File: config.mk
export PLATFORM = sky130hd
export DESIGN_NAME = display_read_sense
export DESIGN_NICKNAME = d
export VERILOG_FILES = /design/src/shared/drs_pkg.sv /design/src/verilog/display_read_sense.sv
export SDC_FILE = /design/constraint.sdc
export NUM_CORES = 1
export LEC_CHECK = 0
export BUFFER_PORTS_ARGS = -buffer_cell sky130_fd_sc_hd__buf_2
export CAP_MARGIN = 40
export CELL_PAD_IN_SITES_DETAIL_PLACEMENT = 2
export CELL_PAD_IN_SITES_GLOBAL_PLACEMENT = 2
export CORE_ASPECT_RATIO = 0.5
export CORE_MARGIN = 2
export CORE_UTILIZATION = 31
export CTS_CLUSTER_DIAMETER = 100
export DETAILED_ROUTE_END_ITERATION = 10
export PLACE_DENSITY = 0.87
export SLEW_MARGIN = 40
export SYNTH_ARGS = -nofsm -noshare
export SYNTH_HDL_FRONTEND = slang
export SYNTH_SLANG_ARGS = --single-unit
File: constraint.sdc
create_clock -name clk -period 2 [get_ports clk]
set_input_delay 0.1 -clock clk [delete_from_list [all_inputs] [get_ports clk]]
set_output_delay 0.1 -clock clk [all_outputs]
set_load 0.05 [all_outputs]
File: src/shared/drs_pkg.sv
// constants and carrier types for the read and sense command sequencer
// assumes one 25 MHz clock shared by the sequencer, buffer storage and command decoder
package drs_pkg;
  localparam int CLK_NS = 40;
  localparam int WAIT_ONE_NS = 1000;
  localparam int POS_DELAY_NS = 250;
  localparam logic [4:0] WAIT_ONE_CYC = 5'((WAIT_ONE_NS + CLK_NS - 1) / CLK_NS);
  localparam logic [4:0] POS_DELAY_CYC = 5'((POS_DELAY_NS + CLK_NS - 1) / CLK_NS);
  localparam logic [4:0] CNT_ZERO = 5'h00;
  localparam logic [4:0] CNT_STEP = 5'h01;

  localparam int BUF_AW = 13;
  localparam logic [BUF_AW-1:0] BUF_FIRST = 13'h0000;
  localparam logic [BUF_AW-1:0] BUF_LAST = 13'h1FFF;
  localparam logic [BUF_AW-1:0] BUF_STEP = 13'h0001;

  // byte sent when a cursor flag is met; arbitrary value
  localparam logic [7:0] CURSOR_FOUND = 8'hFF;
  localparam logic [7:0] KBD_ID_ALNUM = 8'h80;
  localparam logic [7:0] KBD_ID_FUNC = 8'h40;
  localparam logic [7:0] BYTE_ZERO = 8'h00;

  localparam logic [1:0] LC_ZERO = 2'h0;
  localparam logic [1:0] LC_STEP = 2'h1;
  localparam logic [1:0] LC_KBD_LAST = 2'h2;
  localparam logic [1:0] LC_FOUR_LAST = 2'h3;

  localparam int SNS_CMD_REJECT = 7;
  localparam int SNS_DATA_CHECK = 4;
  localparam int SNS_REGEN_ACTIVE = 2;

  localparam logic [3:0] REG_CTRL = 4'h0;
  localparam logic [3:0] REG_BADDR = 4'h4;
  localparam logic [3:0] REG_SENSE = 4'h8;
  localparam logic [3:0] REG_STAT = 4'hC;
  localparam int CTRL_HAS_BUF = 0;
  localparam int CTRL_HAS_CG = 1;
  localparam logic [1:0] CTRL_RESET = 2'h1;

  typedef enum logic [2:0] {
    CMD_RBUF = 3'h0, CMD_RCUR = 3'h1, CMD_RKBD = 3'h2,
    CMD_RPOS = 3'h3, CMD_RIPL = 3'h4, CMD_SENSE = 3'h5
  } cmd_type;

  typedef enum logic [2:0] {
    ST_IDLE = 3'h0, ST_PREP = 3'h1, ST_RD = 3'h3, ST_STP = 3'h2,
    ST_WB = 3'h6, ST_NXT = 3'h7, ST_SVC = 3'h5, ST_ENDG = 3'h4
  } state_type;

  typedef struct packed {
    logic cursor;
    logic parity;
    logic [7:0] data;
  } buf_word_type;

  typedef struct packed {
    logic valid;
    logic unit_check;
  } status_type;
endpackage

File: src/verilog/display_read_sense.sv
// read-class and sense-class command sequencer for the display unit
// assumes buffer storage answers a read strobe with data in the next cycle,
// channel tags arrive asynchronously, everything else is on clk
// Operation
// - reject buffer/position read while regeneration runs
// - buffer address wraps to first location
// - cursor flag stripped from bytes sent
// - read byte, step address, write back
// - parity error flags check, read continues
// - next step stops timing, raises request
// - service out arms spacing delay, then read
// - command out ends counted read
// - cursor search runs until flag found
// - flag found sends cursor-found code
// - no flag: send byte, repeat, next address
// - keyboard read: three bytes, first names source
// - alnum second byte: key or zeros
// - function second byte: five-bit key code
// - third byte: zeros or overlay code
// - repeat latch drives requests, clear ends
// - position read: delay, four bytes, end
// - position returns deflection register coordinates
// - initial load reads from address zero
// - sense: four bytes, address if buffered
// - sense: byte per service out, then end
`timescale 1ns/1ps
`default_nettype none
module display_read_sense (
  input wire logic clk,
  input wire logic rst_b,
  input wire logic cmd_valid,
  input wire drs_pkg::cmd_type cmd_code,
  input wire logic regen_active,
  input wire drs_pkg::buf_word_type buf_rd_word,
  output logic [drs_pkg::BUF_AW-1:0] buf_addr,
  output logic buf_rd,
  output logic buf_wr,
  output drs_pkg::buf_word_type buf_wr_word,
  input wire logic kbd_func,
  input wire logic [7:0] alnum_key,
  input wire logic [4:0] func_key,
  input wire logic [7:0] overlay_code,
  input wire logic [15:0] x_pos,
  input wire logic [15:0] y_pos,
  input wire logic service_out,
  input wire logic command_out,
  output logic service_request,
  output logic [7:0] inbound_bus,
  output drs_pkg::status_type init_status,
  output drs_pkg::status_type end_status,
  input wire logic [3:0] reg_addr,
  input wire logic [15:0] reg_wdata,
  input wire logic reg_wr,
  input wire logic reg_rd,
  output logic [15:0] reg_rdata
);
  typedef struct packed {
    drs_pkg::state_type st;
    drs_pkg::cmd_type cmd;
    logic [4:0] cnt;
    logic [1:0] lc;
    logic [drs_pkg::BUF_AW-1:0] bac;
    logic [drs_pkg::BUF_AW-1:0] bar;
    drs_pkg::buf_word_type word;
    logic rep;
    logic found;
    logic [1:0] so_sync;
    logic [1:0] co_sync;
    logic req;
    logic [7:0] bus;
    logic brd;
    logic bwr;
    drs_pkg::status_type init_st;
    drs_pkg::status_type end_st;
    logic unit_chk;
    logic reject;
    logic data_check;
    logic regen_bit;
    logic [1:0] ctrl;
    logic [15:0] rdata;
  } seq_type;

  seq_type s;
  seq_type next_s;

  always_comb begin
    logic [7:0] pick;
    logic [7:0] sense0;
    logic [15:0] sense_addr;
    logic counted;
    logic last;
    pick = drs_pkg::BYTE_ZERO;
    sense0 = drs_pkg::BYTE_ZERO;
    sense0[drs_pkg::SNS_CMD_REJECT] = s.reject;
    sense0[drs_pkg::SNS_DATA_CHECK] = s.data_check;
    sense0[drs_pkg::SNS_REGEN_ACTIVE] = s.regen_bit;
    sense_addr = s.ctrl[drs_pkg::CTRL_HAS_BUF] ? 16'(s.bac) : 16'h0000;
    counted = (s.cmd == drs_pkg::CMD_RKBD) || (s.cmd == drs_pkg::CMD_RPOS)
      || (s.cmd == drs_pkg::CMD_SENSE);
    last = (s.cmd == drs_pkg::CMD_RKBD) ? (s.lc == drs_pkg::LC_KBD_LAST)
      : (s.lc == drs_pkg::LC_FOUR_LAST);
    // byte for the counted transfers
    unique case (s.cmd)
      drs_pkg::CMD_RKBD: begin
        unique case (s.lc)
          2'h0: pick = kbd_func ? drs_pkg::KBD_ID_FUNC : drs_pkg::KBD_ID_ALNUM;
          2'h1: begin
            if (kbd_func) begin
              pick = {3'h0, func_key};
            end else if (s.ctrl[drs_pkg::CTRL_HAS_BUF] && s.ctrl[drs_pkg::CTRL_HAS_CG]) begin
              pick = drs_pkg::BYTE_ZERO;
            end else begin
              pick = alnum_key;
            end
          end
          default: pick = kbd_func ? overlay_code : drs_pkg::BYTE_ZERO;
        endcase
      end
      drs_pkg::CMD_RPOS: begin
        unique case (s.lc)
          2'h0: pick = x_pos[15:8];
          2'h1: pick = x_pos[7:0];
          2'h2: pick = y_pos[15:8];
          default: pick = y_pos[7:0];
        endcase
      end
      drs_pkg::CMD_SENSE: begin
        unique case (s.lc)
          2'h0: pick = sense0;
          2'h1: pick = drs_pkg::BYTE_ZERO;
          2'h2: pick = sense_addr[15:8];
          default: pick = sense_addr[7:0];
        endcase
      end
      default: pick = drs_pkg::BYTE_ZERO;
    endcase

    next_s = s;
    next_s.so_sync = {s.so_sync[0], service_out};
    next_s.co_sync = {s.co_sync[0], command_out};
    next_s.brd = 1'b0;
    next_s.bwr = 1'b0;
    next_s.init_st = '0;
    next_s.end_st = '0;
    next_s.rdata = 16'h0000;
    if (s.cnt != drs_pkg::CNT_ZERO) begin
      next_s.cnt = s.cnt - drs_pkg::CNT_STEP;
    end

    unique case (s.st)
      drs_pkg::ST_IDLE: begin
        if (cmd_valid && cmd_code <= drs_pkg::CMD_SENSE) begin
          next_s.cmd = cmd_code;
          next_s.lc = drs_pkg::LC_ZERO;
          next_s.rep = 1'b0;
          next_s.found = 1'b0;
          next_s.init_st.valid = 1'b1;
          if ((cmd_code == drs_pkg::CMD_RBUF || cmd_code == drs_pkg::CMD_RPOS)
              && regen_active) begin
            next_s.init_st.unit_check = 1'b1;
            next_s.reject = 1'b1;
            next_s.regen_bit = 1'b1;
          end else if (cmd_code == drs_pkg::CMD_RKBD || cmd_code == drs_pkg::CMD_SENSE) begin
            next_s.rep = 1'b1;
            next_s.st = drs_pkg::ST_SVC;
          end else if (cmd_code == drs_pkg::CMD_RPOS) begin
            next_s.cnt = drs_pkg::POS_DELAY_CYC;
            next_s.rep = 1'b1;
            next_s.st = drs_pkg::ST_PREP;
          end else begin
            if (cmd_code == drs_pkg::CMD_RIPL) begin
              next_s.bac = drs_pkg::BUF_FIRST;
            end
            next_s.cnt = drs_pkg::WAIT_ONE_CYC;
            next_s.st = drs_pkg::ST_PREP;
          end
        end
      end
      drs_pkg::ST_PREP: begin
        if (s.cnt == drs_pkg::CNT_ZERO) begin
          if (s.cmd == drs_pkg::CMD_RPOS) begin
            next_s.st = drs_pkg::ST_SVC;
          end else begin
            next_s.bar = s.bac;
            next_s.brd = 1'b1;
            next_s.st = drs_pkg::ST_RD;
          end
        end
      end
      drs_pkg::ST_RD: next_s.st = drs_pkg::ST_STP;
      drs_pkg::ST_STP: begin
        next_s.word = buf_rd_word;
        next_s.bwr = 1'b1;
        next_s.st = drs_pkg::ST_WB;
        next_s.bac = (s.bac == drs_pkg::BUF_LAST) ? drs_pkg::BUF_FIRST
          : s.bac + drs_pkg::BUF_STEP;
      end
      drs_pkg::ST_WB: begin
        if (!(^{s.word.data, s.word.parity})) begin
          next_s.data_check = 1'b1;
          next_s.unit_chk = 1'b1;
        end
        next_s.st = drs_pkg::ST_NXT;
      end
      drs_pkg::ST_NXT: begin
        next_s.req = 1'b1;
        next_s.st = drs_pkg::ST_SVC;
        if (s.cmd == drs_pkg::CMD_RCUR && s.word.cursor) begin
          next_s.bus = drs_pkg::CURSOR_FOUND;
          next_s.found = 1'b1;
          next_s.rep = 1'b0;
        end else begin
          next_s.bus = s.word.data;
          next_s.rep = (s.cmd == drs_pkg::CMD_RCUR);
        end
      end
      drs_pkg::ST_SVC: begin
        if (s.req && s.co_sync[1]) begin
          next_s.req = 1'b0;
          next_s.st = drs_pkg::ST_ENDG;
        end else if (s.req && s.so_sync[1]) begin
          next_s.req = 1'b0;
          if (counted) begin
            next_s.lc = last ? drs_pkg::LC_ZERO : s.lc + drs_pkg::LC_STEP;
            next_s.rep = !last;
            if (last) begin
              next_s.st = drs_pkg::ST_ENDG;
            end
          end else if (s.found) begin
            next_s.st = drs_pkg::ST_ENDG;
          end else begin
            next_s.cnt = drs_pkg::WAIT_ONE_CYC;
            next_s.st = drs_pkg::ST_PREP;
          end
        end else if (!s.req && counted && s.rep && !s.so_sync[1] && !s.co_sync[1]) begin
          next_s.req = 1'b1;
          next_s.bus = pick;
        end
      end
      drs_pkg::ST_ENDG: begin
        next_s.end_st.valid = 1'b1;
        next_s.end_st.unit_check = s.unit_chk;
        next_s.unit_chk = 1'b0;
        next_s.found = 1'b0;
        next_s.rep = 1'b0;
        next_s.lc = drs_pkg::LC_ZERO;
        if (s.cmd == drs_pkg::CMD_SENSE) begin
          next_s.reject = 1'b0;
          next_s.data_check = 1'b0;
          next_s.regen_bit = 1'b0;
        end
        next_s.st = drs_pkg::ST_IDLE;
      end
    endcase

    // register port
    if (reg_wr && reg_addr == drs_pkg::REG_CTRL) begin
      next_s.ctrl = reg_wdata[1:0];
    end
    if (reg_wr && reg_addr == drs_pkg::REG_BADDR && s.st == drs_pkg::ST_IDLE) begin
      next_s.bac = reg_wdata[drs_pkg::BUF_AW-1:0];
    end
    if (reg_rd) begin
      unique case (reg_addr)
        drs_pkg::REG_CTRL: next_s.rdata = {14'h0000, s.ctrl};
        drs_pkg::REG_BADDR: next_s.rdata = 16'(s.bac);
        drs_pkg::REG_SENSE: next_s.rdata = {sense0, drs_pkg::BYTE_ZERO};
        drs_pkg::REG_STAT: next_s.rdata = {10'h000, s.req, s.rep, 1'b0, 3'(s.st)};
        default: next_s.rdata = 16'h0000;
      endcase
    end
  end

  always_ff @(posedge clk or negedge rst_b) begin
    if (!rst_b) begin
      s <= '{st: drs_pkg::ST_IDLE, cmd: drs_pkg::CMD_RBUF, ctrl: drs_pkg::CTRL_RESET,
        default: '0};
    end else begin
      s <= next_s;
    end
  end

  assign buf_addr = s.bar;
  assign buf_rd = s.brd;
  assign buf_wr = s.bwr;
  assign buf_wr_word = s.word;
  assign service_request = s.req;
  assign inbound_bus = s.bus;
  assign init_status = s.init_st;
  assign end_status = s.end_st;
  assign reg_rdata = s.rdata;
endmodule
`default_nettype wire

==> metrics.csv <==
stage;metric;value;unit
critical_path;cp_common_cell;a211oi_2;
critical_path;crit_fanout;9;
place;dp.cells;927;
timing;layout_min_cycle_time;2.18;ns
detailed_routing;via_per_inst;5.57;
critical_path;reg2reg_from;s[79];
cts;clk_pin_slew;0.07;ns
cells_and_area;fin_nets;833;
timing;finalCritPeriodShare;109;%
run_status;violations;negative setup slack;
die;dieWidth;190;um
min_path;min_path_cells;2;
timing;setup_violations;4;
global_routing;grt_util_met1;27.9;%
detailed_routing;drc;0;
global_routing;antenna_found_initial;3;
cts;cts_made_buffers;9;
global_routing;grt_util_met3;5.26;%
critical_path;end_kind;register;
timing;fin_skew;0.0140;ns
global_routing;grt_max_degree;59;
critical_path;crit_slowest_cell;a222oi_1;
timing;slew_violations;0;
global_routing;grtUsageTotal;23.4;%
cells_and_area;drive_gt1_share;36.2;%
place;place.port_buffers;143;
cts;clkSinkCount;89;
synthesis;seq_area_frac_synth;41.6;%
critical_path;rr_worst_depth;8;
flow_run;maxCapViolations;0;
die;dieHeight;97;um
timing;tightest_slew;0.602;ns
synthesis;ys_ff_latch;89;
min_path;min_to;s[72];
global_routing;grt_pass1_wl;33.1;mm
power_and_ir_drop;p_per_area;1470;mW/mm^2
timing;finalWorstSetupSlack;-0.183;ns
detailed_routing;wl_per_cell;24.3;um
place;routabilityCongestion;0.844;
cts;clk_latency;0.35;ns
critical_path;cp.required;2.22;ns
critical_path;critical_path_arrival;2.40;ns
synthesis;synth_edf_count;0;
cts;htree_num_levels;3;
critical_path;crit_path_start_kind;register;
critical_path;regToRegSetupSlack;-0.18;ns
die;core-area;0.0166;sq mm
place;hpwl;16.1;mm
critical_path;cp_cell_sequence;inv_2 -> buf_6 -> ha_4 -> buf_12 -> a222oi_1 -> a211oi_2 -> a211oi_2 -> o31ai_2;
critical_path;path_buf_inv;3;
detailed_routing;drt_iter0_drc;304;
synthesis;syn_area_per_cell;9.10;sq um
detailed_routing;first_pass_iters;4;
global_routing;use_met2;41.0;%
cells_and_area;synthToLayoutAreaGrowth;30.1;%
power_and_ir_drop;power;10.3;mW
synthesis;syn_inst;589;
min_path;worstHoldStart;reg_wdata[6];
critical_path;rr_endpoint;inbound_bus[3];
die;io_pins;149;
die;rows;33;
cts;cts.path.max_buffers;2;
synthesis;yosysUniqueCellTypes;73;
critical_path;crit_family;compound AO/OA/AOI/OAI gates;
cells_and_area;fin_cells;965;
detailed_routing;ant_nets;0;
detailed_routing;wirelength;23.4;mm
timing;max_freq;458;MHz
cts;cts_tree;yes;
global_routing;busiest_layer;met2;
global_routing;grt_pass1_vias;5746;
synthesis;yosysWarnings;0;
critical_path;crit_type;register to register;
detailed_routing;routed-via-count;5371;
run_status;status;complete, but fails checks;
cells_and_area;nFillCells;1810;
min_path;hold_path_class;input port to register;
die;start_util;32.2;%
timing;relSlewSlack;59.9;%
power_and_ir_drop;max-vdd-ir-drop;0.000627;V
critical_path;slowest_delay;0.48;ns
die;fp.dieArea;0.0184;sq mm
timing;rsz0062_at_grt;yes;
synthesis;syn_area;0.00536;sq mm
timing;hold_viol;0;
global_routing;grt_remaining_overflow;0;
synthesis;synthArstFlopShare;100;%
synthesis;synthFlopType;dfrtp_1;
cts;clock-root-buffer;clkbuf_16;
power_and_ir_drop;leakage;3.35;nW
-- worst max-delay path by stage --
stage	startpoint	endpoint	slack (ns)	cells after the start
after floorplan	service_request	inbound_bus[6]	0.13	6
after global placement	s[79]	inbound_bus[3]	0.03	7
after detailed placement	s[79]	inbound_bus[3]	-0.18	7
after CTS	s[79]	inbound_bus[0]	0.007	9
after global routing	s[80]	inbound_bus[3]	-0.20	7
final	s[79]	inbound_bus[3]	-0.18	8
-- cell families (layout without fill, tap and decap cells) --
family / after synthesis / in the layout / share of synthesized area (%)
flip-flops: 89 / 89 / 41.6
XOR/XNOR: 11 / 11 / 2.05
buffers and inverters: 98 / 243 / 10.7
other: 1 / 5 / 0.0699
AND/OR/NAND/NOR: 217 / 217 / 20.5
multiplexers: 24 / 24 / 4.92
adder cells (fa/ha/maj): 6 / 6 / 1.40
AO/OA/AOI/OAI: 143 / 143 / 18.9
-- metrics by stage --
| stage | setup TNS (ns) | cell area [sq um] | utilization [%] | hold slack, ns | worst slack, ns |
|---|---|---|---|---|---|
| after detailed placement | -1.00 | 6270 | 37.7 | 0.0818 | -0.184 |
| after CTS | 0 | 6790 | 40.8 | 0.00111 | 0.00662 |
| after global routing | -1.12 | 6970 | 41.9 | 0.00660 | -0.198 |
| final | -0.228 | 6970 | 41.9 | 0.0158 | -0.183 |
| after global placement | 0 | 6270 | 37.7 | 0.0690 | 0.0303 |
| after floorplan | 0 | 5370 | - | -0.196 | 0.131 |
-- cells in the final DEF (no fill, tap or decap), types with 8 or more instances in the layout --
master / n
a21o_1: 9
a21oi_1: 19
a222oi_1: 9
and3_1: 10
buf_2: 142
buf_4: 48
clkbuf_16: 10
dfrtp_1: 87
dlygate4sd3_1: 16
inv_1: 13
mux2_2: 15
mux2i_1: 8
nand2_1: 83
nand2b_1: 8
nand3_1: 11
nand3b_1: 9
nor2_1: 37
nor3_1: 8
o21ai_0: 22
o21ai_1: 10
-- synth_stat cells, types with 9 or more instances --
cell,instances,area share [%]
nand3_1,12,1.1
o21ai_0,31,2.9
a21oi_1,22,2.1
nor3_1,9,0.84
and3_1,10,1.2
clkbuf_1,19,1.3
nand3b_1,9,1.3
buf_4,51,7.1
nor2b_1,10,1.2
mux2_2,15,3.1
a222oi_1,9,1.7
nand2_1,84,5.9
buf_2,10,0.93
a21o_1,9,1.3
inv_1,15,1.0
dfrtp_1,88,41
nor2_1,38,2.7
-- metal layers --
metal	part of all wire [%]	wire (um)
met5	0	0
met4	4.0	928
met3	4.8	1120
met2	49	11500
met1	42	9840
-- area by class of cell --
class                   count  area (sq um)  share of cell area [%]
flip-flops and latches     89          2230                    32.0
repair buffers            213          1360                    19.5
multi-input cells         403          2730                    39.1
well taps                 227           284                    4.07
inverters                  16          65.1                   0.933
clock inverters             3          67.6                   0.969
clock buffers              11           233                    3.34
diodes                      3          7.51                   0.108
-- timing repair --
item,CTS,global route
resized for setup,16,33
endpoints found under the setup margin,11,20
endpoints found under the hold margin,46,0
pin swaps,4,10
gates cloned,0,1
hold buffers,16,0
buffers inserted,1,3
-- report_power, final --
part / internal [mW] / total [mW] / switching, mW
sequential: 2.41 / 3.14 / 0.730
clock: 1.08 / 1.78 / 0.699
combinational: 1.89 / 5.35 / 3.46
total: 5.38 / 10.3 / 4.89
-- flip-flops by register name, summed over array words and instances, names as in the netlist --
name and count:
buf_addr 13, buf_rd 1, buf_wr 1, buf_wr_word 10
end_status 2, inbound_bus 8, init_status 2, next_s 2
reg_rdata 14, s 35, service_request 1
Power figures use the tool's default switching activity.
